### src/pkg/psb_regs.svh
/*
 * Constants of the phase synchronizer and bit-slip realigner.
 * Assumes inclusion by bare name from the package and the design files.
 */
// Function
// [RQ1] Each channel owns a four-entry synchronizer FIFO, one word wide.
// [RQ2] FIFO written on parallel clock edges, read in the global clock domain.
// [RQ3] FIFO has no full, empty or enable signals; frequency lock keeps it balanced.
// [RQ4] Outside clocking gives write and read clocks equal frequency, phase only differs.
// [RQ5] Realignment acts on deserialized words, global clock, per channel control.
// [RQ6] Each rising slip request shifts delivered data by exactly one bit.
// [RQ7] Realigner always in path; without slips it adds latency only.
// [RQ8] Deserialization factor, word width and counter range, is 8 or 10.
// [RQ9] Counter passing n-1 wraps to zero, word from stage three, next valid; the code drops the first word after the wrap instead.
// [RQ10] Other counter values mix bits of stages two and three.
// [RQ11] User logic compares words to a pattern and slips again on mismatch.
// [RQ12] User holds slip request high at least two low-speed periods.
// [RQ13] User registers incoming words on the low-speed clock before matching.
// [RQ14] User registers its slip request on the low-speed clock before driving it.
// [RQ15] User holds slip request low at least three low-speed periods between pulses.
// [RQ16] Realigner finds the request's rising edge, one single-cycle slip event each.
`ifndef PSB_REGS_SVH
`define PSB_REGS_SVH

`define PSB_FIFO_DEPTH     4
`define PSB_PTR_W          2
`define PSB_DES_FACTOR     10
`define PSB_RD_LAG         2
`define PSB_BUF_ENTRIES    2
`define PSB_PTR_RESET      2'h0
`define PSB_CNT_RESET      4'h0

`endif

### src/pkg/psb_pkg.sv
/*
 * Types shared by the synchronizer and realigner, imported also by the output buffer.
 * Assumes psb_regs.svh is on the include path.
 */
`include "psb_regs.svh"

package psb_pkg;
   typedef logic [`PSB_PTR_W-1:0] psb_ptr_type;
   typedef logic [3:0]            psb_cnt_type;
endpackage

### src/rtl/psb_realign.sv
/*
 * Per-channel phase synchronizer FIFO and bit-slip realigner.
 * Assumes the parallel clock, parallel word and slip request come from
 * outside the clk_in domain; clk_in is the global read clock.
 * Assumes the parallel clock runs at the read clock's word rate, so the
 * fixed read lag never lets the read pointer catch the write pointer.
 * Slip request hold times are the far side's duty; they are not checked.
 */
`include "psb_regs.svh"

module psb_realign
   import psb_pkg::*;
#(
   parameter int DES_FACTOR = `PSB_DES_FACTOR // RQ8
) (
   input  wire logic                  clk_in,
   input  wire logic                  rstn_in,
   input  wire logic                  par_clk_in,
   input  wire logic [DES_FACTOR-1:0] par_data_in,
   input  wire logic                  slip_en_in,
   input  wire logic                  slip_req_in,
   output logic [DES_FACTOR-1:0]      rx_data_out,
   output logic                       rx_valid_out,
   input  wire logic                  rx_ready_in,
   output logic                       overrun_out
);

   localparam int J = DES_FACTOR;
   localparam int DEPTH = `PSB_FIFO_DEPTH;

   ////////////////////////////////////////////////////////////////////////
   // Input synchronisers

   logic         pclk_s1_q, pclk_s2_q, pclk_s3_q;
   logic [J-1:0] pdat_s1_q, pdat_s2_q;
   logic         slip_s1_q, slip_s2_q, slip_s3_q;
   logic         wr_stb;
   logic         slip_evt;

   always_ff @(posedge clk_in or negedge rstn_in) begin
      if (!rstn_in) begin
         pclk_s1_q <= 1'b0;
         pclk_s2_q <= 1'b0;
         pclk_s3_q <= 1'b0;
         pdat_s1_q <= '0;
         pdat_s2_q <= '0;
         slip_s1_q <= 1'b0;
         slip_s2_q <= 1'b0;
         slip_s3_q <= 1'b0;
      end else begin
         pclk_s1_q <= par_clk_in;
         pclk_s2_q <= pclk_s1_q;
         pclk_s3_q <= pclk_s2_q;
         pdat_s1_q <= par_data_in;
         pdat_s2_q <= pdat_s1_q;
         slip_s1_q <= slip_req_in;
         slip_s2_q <= slip_s1_q;
         slip_s3_q <= slip_s2_q;
      end
   end

   // Rising edge of the parallel clock marks one new word
   assign wr_stb   = pclk_s2_q && !pclk_s3_q; // RQ2
   // One pulse per rising request; a held request never repeats
   assign slip_evt = slip_en_in && slip_s2_q && !slip_s3_q; // RQ16

   ////////////////////////////////////////////////////////////////////////
   // Synchronizer FIFO: free-running pointers, no flags, no enables

   logic [J-1:0]           fifo_q [DEPTH];
   logic [J-1:0]           fifo_d [DEPTH];
   psb_ptr_type            wr_ptr_q, wr_ptr_d;
   psb_ptr_type            rd_ptr_q, rd_ptr_d;
   logic [`PSB_RD_LAG-1:0] lag_q, lag_d;
   logic                   rd_stb;
   logic [J-1:0]           rd_word_q, rd_word_d;

   // Read side trails the write side by a fixed lag, so it never overtakes
   assign rd_stb = lag_q[`PSB_RD_LAG-1]; // RQ3

   always_comb begin
      fifo_d    = fifo_q;
      wr_ptr_d  = wr_ptr_q;
      rd_ptr_d  = rd_ptr_q;
      rd_word_d = rd_word_q;
      lag_d     = {lag_q[`PSB_RD_LAG-2:0], wr_stb};
      if (wr_stb) begin
         fifo_d[wr_ptr_q] = pdat_s2_q; // RQ1
         wr_ptr_d         = wr_ptr_q + psb_ptr_type'(1);
      end
      if (rd_stb) begin
         rd_word_d = fifo_q[rd_ptr_q]; // RQ2
         rd_ptr_d  = rd_ptr_q + psb_ptr_type'(1);
      end
   end

   always_ff @(posedge clk_in or negedge rstn_in) begin
      if (!rstn_in) begin
         for (int i = 0; i < DEPTH; i++) begin
            fifo_q[i] <= '0;
         end
         wr_ptr_q  <= `PSB_PTR_RESET;
         rd_ptr_q  <= `PSB_PTR_RESET;
         lag_q     <= '0;
         rd_word_q <= '0;
      end else begin
         fifo_q    <= fifo_d;
         wr_ptr_q  <= wr_ptr_d;
         rd_ptr_q  <= rd_ptr_d;
         lag_q     <= lag_d;
         rd_word_q <= rd_word_d;
      end
   end

   ////////////////////////////////////////////////////////////////////////
   // Bit-slip realigner: two stages, slip counter, word selector

   logic [J-1:0] st2_q, st2_d;
   logic [J-1:0] st3_q, st3_d;
   psb_cnt_type  cnt_q, cnt_d;
   logic         skip_q, skip_d;
   logic         al_stb_q;
   logic [J-1:0] out_q, out_d;
   logic         push_q, push_d;
   logic         ovr_q, ovr_d;
   logic [2*J-1:0] pair;
   logic [J-1:0] mixed;
   logic         buf_ready;

   assign pair = {st3_q, st2_q};

   always_comb begin
      // Counter picks the bit window across stage three and stage two
      mixed = pair[2*J-1-int'(cnt_q) -: J]; // RQ10
   end

   always_comb begin
      st2_d  = st2_q;
      st3_d  = st3_q;
      cnt_d  = cnt_q;
      skip_d = skip_q;
      out_d  = out_q;
      push_d = 1'b0;
      ovr_d  = ovr_q;
      if (rd_stb) begin
         st2_d = rd_word_q; // RQ5
         st3_d = st2_q;
      end
      if (al_stb_q) begin
         if (skip_q) begin
            skip_d = 1'b0; // RQ9
         end else begin
            // Counter at zero passes stage three untouched
            out_d  = mixed; // RQ7
            push_d = 1'b1;
         end
      end
      // Slip handled last, so a wrap in the same cycle beats the skip clear
      if (slip_evt) begin
         if (cnt_q == psb_cnt_type'(J-1)) begin
            // A whole word slipped: realign on stage three, drop one word
            cnt_d  = `PSB_CNT_RESET; // RQ9
            skip_d = 1'b1;
         end else begin
            cnt_d = cnt_q + psb_cnt_type'(1); // RQ6
         end
      end
      // Stream cannot pause; a third stalled word is flagged, not hidden
      if (push_q && !buf_ready) begin
         ovr_d = 1'b1;
      end
   end

   always_ff @(posedge clk_in or negedge rstn_in) begin
      if (!rstn_in) begin
         st2_q    <= '0;
         st3_q    <= '0;
         cnt_q    <= `PSB_CNT_RESET;
         skip_q   <= 1'b0;
         al_stb_q <= 1'b0;
         out_q    <= '0;
         push_q   <= 1'b0;
         ovr_q    <= 1'b0;
      end else begin
         st2_q    <= st2_d;
         st3_q    <= st3_d;
         cnt_q    <= cnt_d;
         skip_q   <= skip_d;
         al_stb_q <= rd_stb;
         out_q    <= out_d;
         push_q   <= push_d;
         ovr_q    <= ovr_d;
      end
   end

   assign overrun_out = ovr_q;

   ////////////////////////////////////////////////////////////////////////
   // Output buffer

   psb_buf2 #(
      .WIDTH (J)
   ) u_buf (
      .clk_in        (clk_in),
      .rstn_in       (rstn_in),
      .in_valid_in   (push_q),
      .in_ready_out  (buf_ready),
      .in_data_in    (out_q),
      .out_valid_out (rx_valid_out),
      .out_ready_in  (rx_ready_in),
      .out_data_out  (rx_data_out)
   );
endmodule

### src/rtl/psb_buf2.sv
/*
 * Two-entry buffer with valid and ready on both sides.
 * Assumes one clock and an asynchronous active-low reset.
 */
`include "psb_regs.svh"

module psb_buf2
   import psb_pkg::*;
#(
   parameter int WIDTH = `PSB_DES_FACTOR
) (
   input  wire logic             clk_in,
   input  wire logic             rstn_in,
   input  wire logic             in_valid_in,
   output logic                  in_ready_out,
   input  wire logic [WIDTH-1:0] in_data_in,
   output logic                  out_valid_out,
   input  wire logic             out_ready_in,
   output logic [WIDTH-1:0]      out_data_out
);

   logic [WIDTH-1:0] mem_q [2];
   logic [WIDTH-1:0] mem_d [2];
   logic             wp_q, wp_d;
   logic             rp_q, rp_d;
   logic [1:0]       fill_q, fill_d;
   logic             push;
   logic             pop;

   assign in_ready_out  = (fill_q != 2'h2);
   assign out_valid_out = (fill_q != 2'h0);
   assign out_data_out  = mem_q[rp_q];
   assign push          = in_valid_in && in_ready_out;
   assign pop           = out_valid_out && out_ready_in;

   always_comb begin
      mem_d  = mem_q;
      wp_d   = wp_q;
      rp_d   = rp_q;
      fill_d = fill_q;
      if (push) begin
         mem_d[wp_q] = in_data_in;
         wp_d        = ~wp_q;
      end
      if (pop) begin
         rp_d = ~rp_q;
      end
      if (push && !pop) begin
         fill_d = fill_q + 2'h1;
      end else if (pop && !push) begin
         fill_d = fill_q - 2'h1;
      end
   end

   always_ff @(posedge clk_in or negedge rstn_in) begin
      if (!rstn_in) begin
         mem_q[0] <= '0;
         mem_q[1] <= '0;
         wp_q     <= 1'b0;
         rp_q     <= 1'b0;
         fill_q   <= 2'h0;
      end else begin
         mem_q  <= mem_d;
         wp_q   <= wp_d;
         rp_q   <= rp_d;
         fill_q <= fill_d;
      end
   end
endmodule

### config.mk
export PLATFORM = sky130hd
export DESIGN_NAME = psb_realign
export DESIGN_NICKNAME = d
export VERILOG_FILES = /design/src/pkg/psb_pkg.sv /design/src/rtl/psb_realign.sv /design/src/rtl/psb_buf2.sv
export VERILOG_INCLUDE_DIRS = /design/src /design/src/pkg
export SDC_FILE = /design/constraint.sdc
export NUM_CORES = 1
export LEC_CHECK = 0
export ABC_AREA = 1
export BUFFER_PORTS_ARGS = -buffer_cell sky130_fd_sc_hd__buf_4
export CAP_MARGIN = 20
export CELL_PAD_IN_SITES_DETAIL_PLACEMENT = 1
export CELL_PAD_IN_SITES_GLOBAL_PLACEMENT = 1
export CORE_UTILIZATION = 47
export CTS_BUF_LIST = sky130_fd_sc_hd__clkbuf_16
export CTS_CLUSTER_SIZE = 28
export DETAILED_ROUTE_END_ITERATION = 8
export PLACE_DENSITY = 0.84
export REMOVE_ABC_BUFFERS = 1
export SYNTH_ARGS = -nofsm -noshare
export SYNTH_HDL_FRONTEND = slang
export SYNTH_HIERARCHICAL = 1
export SYNTH_SLANG_ARGS = --single-unit
### constraint.sdc
create_clock -name clk_in -period 2.4 [get_ports clk_in]
set_input_delay 0.24 -clock clk_in [delete_from_list [all_inputs] [get_ports clk_in]]
set_output_delay 0.24 -clock clk_in [all_outputs]
set_load 0.1 [all_outputs]
* Yosys cells after proc, flatten, opt, wreduce, memory -nomap -nowiden
Cells that the tools add are included.
Storage, ports and cells: memories 0, output and inout port bits 12, register bits 144, bits in latches 0, ROM bits 0, RAM bits 0, input port bits 16, word-level logic and storage cells 89
Cells by class: shifts and indexed selects 1, multiply operators 0, order comparisons 6, $add $sub $neg 6, reductions and logical operators 18, div/mod/pow operators 0, bitwise logic cells 7, mux-type cells 20, eq/ne operators 2
Operators by type and width (count):
- $mux W10 | 7
- $bwmux W40 | 1
- $shiftx A29 B6 Y10 | 1
- $bmux W10 S2 | 1
- $bwmux W20 | 1
- $demux W10 S2 | 1
- $demux W10 S1 | 1
- $logic_and A1 B1 Y1 | 10
- $add A2 B1 Y2 const B | 3
- $ge A3 B3 Y1 const B | 2
- $not A2 Y3 | 2
- $sub A5 B4 Y6 const A | 1
- $logic_not A1 Y1 | 5
- $mux W1 | 5
- $add A4 B1 Y4 const B | 1
- $eq A4 B4 Y1 const B | 1
- $ge A2 B2 Y1 const B | 2
- $mux W2 | 2
- $mux W4 | 1
- $not A1 Y2 | 2
- $reduce_bool A2 Y1 | 2
- $lt A3 B1 Y1 const B | 1
- $not A1 Y1 | 3
- $lt A2 B1 Y1 const B | 1
- other kinds (3) | 3

* Logic depth before layout (Yosys ltp)
Gate-level depths: netlist of run 1.
word-level depth 6, gate-level depth with buffers 12, gate-level depth less buffers 10

* Hierarchy
Netlist of run 1, hierarchy kept.
By module, submodules not included:
- psb_realign | times used 1, area each 5434.0 um2, sequential area each 3002.9 um2, cells an instance 641
- psb_buf2 | times used 1, area each 1211.2 um2, sequential area each 600.6 um2, cells an instance 149

* Worst setup path after synthesis of run 1
Ideal clock, no wire load.
kind register -> register, start register u_buf.fill_q[1], end register u_buf.fill_q[1], cell stages (with the launch flop) 9, data required time 2.283 ns, arrival time 1.847 ns, buffers on the path 0, slack 0.436 ns, period minus slack after synthesis 1.964 ns, setup time 0.117 ns, cell sequence dfrtp_1 inv_1 nand2_1 nand2_1 ha_1 inv_1 nand3_1 nand2_1 nand2_1
Between the ends: word-level cells in the longest chain between the ends 5, elaborated cells between the ends (all ways) 13, those cells by class add/sub (2); eq/ne (1); mux (2); reduce/logical (8)
RTL lines:
- from (decl) | RTL line psb_buf2.sv:26 | logic [1:0] fill_q, fill_d;
- from (signal assigned) | RTL line psb_buf2.sv:66 | fill_q <= fill_d;
- $reduce_bool A2 Y1 (*) | RTL line psb_buf2.sv:31 | assign out_valid_out = (fill_q != 2'h0);
- named net rx_valid_out | RTL line psb_realign.sv:23 | output logic rx_valid_out,
- $logic_and A1 B1 Y1 (*) | RTL line psb_buf2.sv:34 | assign pop = out_valid_out && out_ready_in;
- $logic_not A1 Y1 | RTL line psb_buf2.sv:48 | if (push && !pop) begin
- $logic_and A1 B1 Y1 | RTL line psb_buf2.sv:48
- $mux W2 or $reduce_bool A2 Y1 (tied branches)
Mark *: on every way through the listed nets, which the timed path passes. The rest lies on a longest branch. The select of a mux whose other input is x is not followed. A chain may end at the register's enable or synchronous reset.

* Final worst setup path of run 1
start register u_buf.rp_q, end output port rx_data_out[9]
Between the ends: word-level cells in the longest chain between the ends 4
RTL lines:
- from (decl) | RTL line psb_buf2.sv:25 | logic rp_q, rp_d;
- from (signal assigned) | RTL line psb_buf2.sv:65 | rp_q <= rp_d;
- $not A1 Y2 (implied by the code) | RTL line psb_buf2.sv:32 | assign out_data_out = mem_q[rp_q];
- $mux W10 (implied by the code) (3 in a row) | RTL line psb_buf2.sv:32
- to (decl) | RTL line psb_realign.sv:22 | output logic [DES_FACTOR-1:0] rx_data_out,
No other way between the ends. The select of a mux whose other input is x is not followed.

==> metrics.md, run 1 <==
| Metric | Value |
|---|---|
| RSZ-0062 raised after global routing | no |
| Number of global-route vias before repair | 6243 |
| Congestion Overflow GR | 0 |
| Clk slew on worst S/H paths | around 0.06 ns |
| Reg2Reg Depth | 10 |
| Final Non-Filler Cells | 1015 |
| Avg WL per Cell | 18.6 um |
| Top FF cell, synth | dfrtp_1 |
| Seq/Total Area, Yosys | 54.2% |
| CTS tree | yes |
| Violated checks | DRC |
| Share of cells above drive strength 1 | 11.7% |
| Clk buf depth | 2 |
| Static leakage | 3.78 nW |
| CP Cell Sequence | inv_1 -> nand2_1 -> nand2_1 -> buf_4 |
| Maxcap violations | 0 |
| Fin crit share | between 80 and 90% |
| Setup TNS | 0 ns |
| Count of final setup violators | 0 |
| Most frequent CP cell | nand2_1 |
| Iter 0 DRT Violations | 269 |
| P&R area growth vs syn | 14.6% |
| Largest net degree at the start of global routing | 56 |
| Final Hold Vio Count | 0 |
| Area leader, netlist | dfrtp_1 |
| Post-route clock skew | 0.0121 ns |
| Yosys reg bits | 144 |
| Post-CTS Resized | 0 |
| Avg Inst Size Synth | 8.41 um^2 |
| Starting density of the core | between 40 and 50% |
| Slew Limit Headroom | 48.9% |
| Number of synthesized flops with an enable pin | 0 |
| CP required | 2.16 ns |
| Crit Reg-Reg Endpoint | out_q[4]$_DFFE_PN0P_ |
| CTS Sinks | between 100 and 150 |
| Worst VDD drop | 0.779 mV |
| Crit path max fanout | 12 |
| Drt total wl | ~19000 um |
| Final antenna-violating net count | 0 |
| Most common cell in the synthesized netlist | nand2_1 |
| Vias | ~5700 |
| I/O Pins | 28 |
| FF-to-FF Start | cnt_q[2]$_DFFE_PN0P_ |
| Vias/cell | 5.59 |
| FP Rows | between 40 and 50 |
| Residual DRC | 2 |
| CP peak stage delay | 0.55 ns |
| Worst-margin pin slew | 0.765 ns |
| Worst path slowest cell | dfrtp_1 |
| Reg2Reg Setup Slack | 0.53 ns |
| Share of the synthesized area in the top cell type | 54.2% |
| Minimum clock period | ~2.1 ns |
| First-pass GRT wire length | 31600 um |
| Final Slew Violations | 0 |
| Clock latency on the worst-skew pair | 0.43 ns |
| Clock root buffer | clkbuf_16 |
| Hold Path End | u_buf/rp_q$_DFFE_PN0P_ |
| Startpoint Class | flip-flop |
| WS Path Type | flip-flop to primary output |
| Die ar. | 14600 um^2 |
| Number of diodes | 0 |
| Die height | 121 um |
| Drt pass-1 iters | 7 |
| DPL Wire Length | 12400 um |
| Postcts setup bufs | 0 |
| Core area | 13800 um^2 |
| Die W | 121 um |
| Gpl congestion | 0.947 |
| # hold bufs at CTS | 13 |
| Filler cells | 1626 |
| Hold Path Origin | rx_ready_in |
| Status | complete, but fails checks |
| Port Buffers | 27 |
| Synth area leaders | dfrtp_1 54%, nand2_1 13%, nand3_1 5.8%, o21ai_0 5.6%, nor2_1 4.5% |
| Syn. warnings | 6 |
| Hold Crit Class | input pin to flip-flop |
| Crit path arrival time | 1.86 ns |
| CP bufs+invs | 2 |
| Nets@finish | 845 |
| Cells after synthesis | between 700 and 800 |
| Ys async rst share | 100% |
| Fmax | between 400 and 500 MHz |
| CTS buffer count | 17 |
| Initial antenna violation count | 0 |
| Synth Cell Area | about 6600 um^2 |
| Synth top cells by count | 235 x nand2_1, 144 x dfrtp_1, 80 x nor2_1 |
| Post-synth cell types | 33 |
| Hold Crit Depth | 3 |
| H-tree Lvls | 4 |
| Critical Path Sink Type | primary output |
| Tot GR Track Use | 28.3% |
| Placed insts | 970 |
| Delay-heaviest family, CP | buffers and inverters |
| PD cells | around 1600 nW/um^2 |
[layout by cell type, fill, tap and decap left out, types with 4 or more instances in the layout]
master / instances
dlygate4sd3_1: 13
nand3_1: 77
clkbuf_16: 17
a31oi_1: 10
o21ai_0: 75
clkinv_2: 5
nand2_1: 235
buf_4: 40
a21oi_1: 14
ha_1: 7
nor2_2: 4
inv_2: 4
inv_1: 44
nand4_1: 22
inv_6: 4
nor2_1: 80
xor2_1: 5
dfrtp_1: 144
o21ai_1: 6
[metrics by stage]
stage | power [mW] | hold slack, ns | util (%) | instance area [um^2] | worst slack, ns
after floorplan | 7.54 | -0.0556 | - | 6370 | 0.436
after global placement | 8.89 | 0.223 | 50.1 | 6930 | 0.677
after detailed placement | 9.18 | 0.227 | 50.1 | 6930 | 0.578
after CTS | 11.9 | 0.0746 | 55.1 | 7620 | 0.283
after global routing | 12.6 | 0.0770 | 55.1 | 7620 | 0.194
final | 11.9 | 0.0737 | 55.1 | 7620 | 0.303
[worst min-delay path: stages]
cell and delay (ns):
buf_4 0.09, nand3_1 0.07, nand2_1 0.07
[state kept, by name, indices dropped and copies added, names as in the netlist, 2 cells and up]
signal,flops
wr_ptr_q,2
st3_q,10
out_q,10
pdat_s2_q,10
rd_ptr_q,2
lag_q,2
rd_word_q,10
fifo_q,40
pdat_s1_q,10
u_buf/mem_q,20
st2_q,10
u_buf/fill_q,2
cnt_q,4
[per-layer routing]
metal | global-route usage [%] | vias to the layer above | wire, um
li1 | - | 2631 | -
met1 | 33.0 | 2911 | 7960
met2 | 51.2 | 86 | 10100
met3 | 4.98 | 45 | 362
met4 | 11.6 | 0 | 508
met5 | 0 | - | 0
[power by group]
group          total [mW]  switching [mW]  leakage, nW  internal, mW
logic                5.21            3.75         1.75          1.46
clock network        2.54            1.10        0.280          1.44
registers            4.12           0.803         1.74          3.32
total                11.9            5.66         3.78          6.21
[final cells by class]
class                   instances  area [um^2]  share of cell area (%)
repair buffers                 55          462                    6.06
inverters                      49          186                    2.45
flip-flops and latches        144         3600                    47.3
multi-input cells             555         2580                    33.9
well taps                     180          225                    2.96
clock buffers                  17          425                    5.58
clock inverters                15          135                    1.77
[cell families after synthesis]
logic type	share of synthesized area, %
XOR/XNOR	0.791
AO/OA/AOI/OAI	8.34
adder cells (fa/ha/maj)	1.32
flip-flops	54.2
AND/OR/NAND/NOR	27.9
buffers and inverters	6.95
multiplexers	0.508
[worst max-delay path by stage]
| stage | start | endpoint | slack, ns | cells past startpoint |
|---|---|---|---|---|
| after floorplan | u_buf/fill_q[1]$_DFFE_PN0P_ | u_buf/fill_q[1]$_DFFE_PN0P_ | 0.44 | 8 |
| after global placement | cnt_q[2]$_DFFE_PN0P_ | out_q[4]$_DFFE_PN0P_ | 0.68 | 10 |
| after detailed placement | cnt_q[2]$_DFFE_PN0P_ | out_q[4]$_DFFE_PN0P_ | 0.58 | 10 |
| after CTS | u_buf/rp_q$_DFFE_PN0P_ | rx_data_out[9] | 0.28 | 4 |
| after global routing | u_buf/rp_q$_DFFE_PN0P_ | rx_data_out[5] | 0.19 | 4 |
| final | u_buf/rp_q$_DFFE_PN0P_ | rx_data_out[9] | 0.30 | 4 |
Note: power is estimated with default switching activity, not from simulation.
==> run 2, diff against run 1 <==
PLACE_DENSITY = unset   (was 0.84)
PLACE_DENSITY_LB_ADDON = 0.1   (was unset)
SETUP_SLACK_MARGIN = 0.2   (was unset)
==> metrics.md, run 2 (synthesis results as in run 1) <==
| Metric | Value |
|---|---|
| Status | completed |
| Worst VDD drop | 0.723 mV |
| CP required | approximately 2.8 ns |
| Nets@finish | around 850 |
| RSZ-0062 raised after global routing | no |
| Tot GR Track Use | between 20% and 30% |
| Crit path arrival time | 2.19 ns |
| Iter 0 DRT Violations | 268 |
| CTS buffer count | 17 |
| Area of the multi-input gates | between 2000 and 3000 um^2 |
| Final Hold Vio Count | 0 |
| Worst slack, placed | 0.601 ns |
| Number of diodes | 0 |
| Post-CTS Resized | 0 |
| Gpl congestion | 0.863 |
| Fin crit share | 76.6% |
| Sw Share | 45.7% |
| Most frequent cells in the layout | 235 x nand2_1, 144 x dfrtp_1, 80 x nor2_1 |
| Starting density of the core | 48.1% |
| Static leakage | 3.80 nW |
| Core area | 13800 um^2 |
| Max reg flops | 40 |
| Vias | 5446 |
| Die height | 121 um |
| Clk slew on worst S/H paths | roughly 0.06 ns |
| Port Buffers | 27 |
| Avg WL per Cell | 16.9 um |
| Postcts setup bufs | 0 |
| Number of global-route vias before repair | between 5000 and 6000 |
| First-pass GRT wire length | 28500 um |
| Slew Limit Headroom | between 40% and 50% |
| PD cells | between 1500 and 2000 nW/um^2 |
| FF+latch area | 3600 um^2 |
| Largest regs | fifo_q x40, u_buf/mem_q x20 |
| # hold bufs at CTS | 13 |
| Final Non-Filler Cells | about 1000 |
| Die W | 121 um |
| Maxcap violations | 0 |
| Switching power total | 5.43 mW |
| DPL Wire Length | 12000 um |
| Clock root buffer | clkbuf_16 |
| Commonest non-fill, non-tap cell in the layout | nand2_1 |
| Final antenna-violating net count | 0 |
| Count of final setup violators | 0 |
| Placed insts | 973 |
| Worst-margin pin slew | 0.807 ns |
| Internal Power | roughly 6.4 mW |
| Post-route clock skew | about 0.017 ns |
| Startpoint Class | flip-flop |
| Sequential power share | about a third |
| Setup TNS | 0 ns |
| I/O Pins | 28 |
| Clock latency on the worst-skew pair | 0.42 ns |
| Share of cells above drive strength 1 | a little under an eighth |
| Clk buf depth | 2 |
| Initial antenna violation count | 0 |
| Final Slew Violations | 0 |
| Critical Path Sink Type | flip-flop |
| Clock group share of total power | 22.7% |
| Minimum clock period | 1.84 ns |
| Logic pwr share | 43.3% |
| Congestion Overflow GR | 0 |
| H-tree Lvls | 4 |
| WS Path Type | flip-flop to flip-flop |
| Hold Crit Depth | 3 |
| Largest reg by FF count | fifo_q |
| Reg2Reg Depth | 7 |
| Largest net degree at the start of global routing | 60 |
| Crit path max fanout | 13 |
| Fmax | 544 MHz |
| Drt pass-1 iters | 4 |
| Vias/cell | 5.35 |
| CTS tree | yes |
| Filler cells | 1644 |
| Hold Crit Class | input pin to flip-flop |
| Residual DRC | 0 |
| CTS Sinks | 144 |
| Drt total wl | 17200 um |
| Final WS setup | roughly 0.56 ns |
| P&R area growth vs syn | 15.7% |
| FP Rows | 43 |
| Die ar. | 14600 um^2 |
-- run 2: layout make-up --
class | count | area share (%)
Clock buffer | 17 | 5.53
Clock inverter | 15 | 2.36
Inverter | 49 | 2.43
Multi-Input combinational cell | 555 | 33.6
Sequential cell | 144 | 46.9
Tap cell | 180 | 2.93
Timing Repair Buffer | 58 | 6.30
-- run 2: power by group through the flow --
stage / registers (mW) / clock network, mW / logic [mW]
after floorplan: 4.01 / 0 / 3.54
after global placement: 4.01 / 0 / 4.95
after detailed placement: 4.06 / 0 / 5.10
after CTS: 4.04 / 2.75 / 5.15
after global routing: 4.15 / 2.83 / 5.72
final: 4.04 / 2.70 / 5.14
-- run 2: worst paths after layout --
path	from	endpoint	slack, ns
hold reg to reg	pdat_s1_q[3]$_DFF_PN0_	pdat_s2_q[3]$_DFF_PN0_	0.35
hold / removal	rx_ready_in	u_buf/rp_q$_DFFE_PN0P_	0.06
setup reg to reg	cnt_q[2]$_DFFE_PN0P_	out_q[4]$_DFFE_PN0P_	0.56
max in group asynchronous	rstn_in	rd_word_q[4]$_DFFE_PN0P_	1.34
setup / recovery	cnt_q[2]$_DFFE_PN0P_	out_q[4]$_DFFE_PN0P_	0.56
min in group asynchronous	rstn_in	st3_q[3]$_DFFE_PN0P_	0.38
-- run 2: per-layer routing --
layer	wire length, um	track usage [%]	vias to the layer above
met5	0	0	-
met4	245	8.18	0
met3	470	4.79	18
met2	8730	43.1	81
met1	7750	32.6	2720
li1	-	-	2627
-- run 2: worst max-delay path: stages (launching register included) --
cell and delay, ns:
dfrtp_1 0.38, inv_2 0.20, ha_1 0.34, nor2_2 0.31, inv_2 0.10, o21ai_0 0.23, nor2_1 0.07, o21ai_1 0.13
-- run 2: metrics by stage --
stage	util [%]	instance area (um^2)	power, mW	hold WS (ns)
global placement	50.3	6950	8.96	0.262
CTS	55.6	7690	11.9	0.0472
floorplan	-	6370	7.54	-0.0556
finish	55.6	7690	11.9	0.0587
global route	55.6	7690	12.7	0.0589
detailed placement	50.3	6950	9.16	0.272
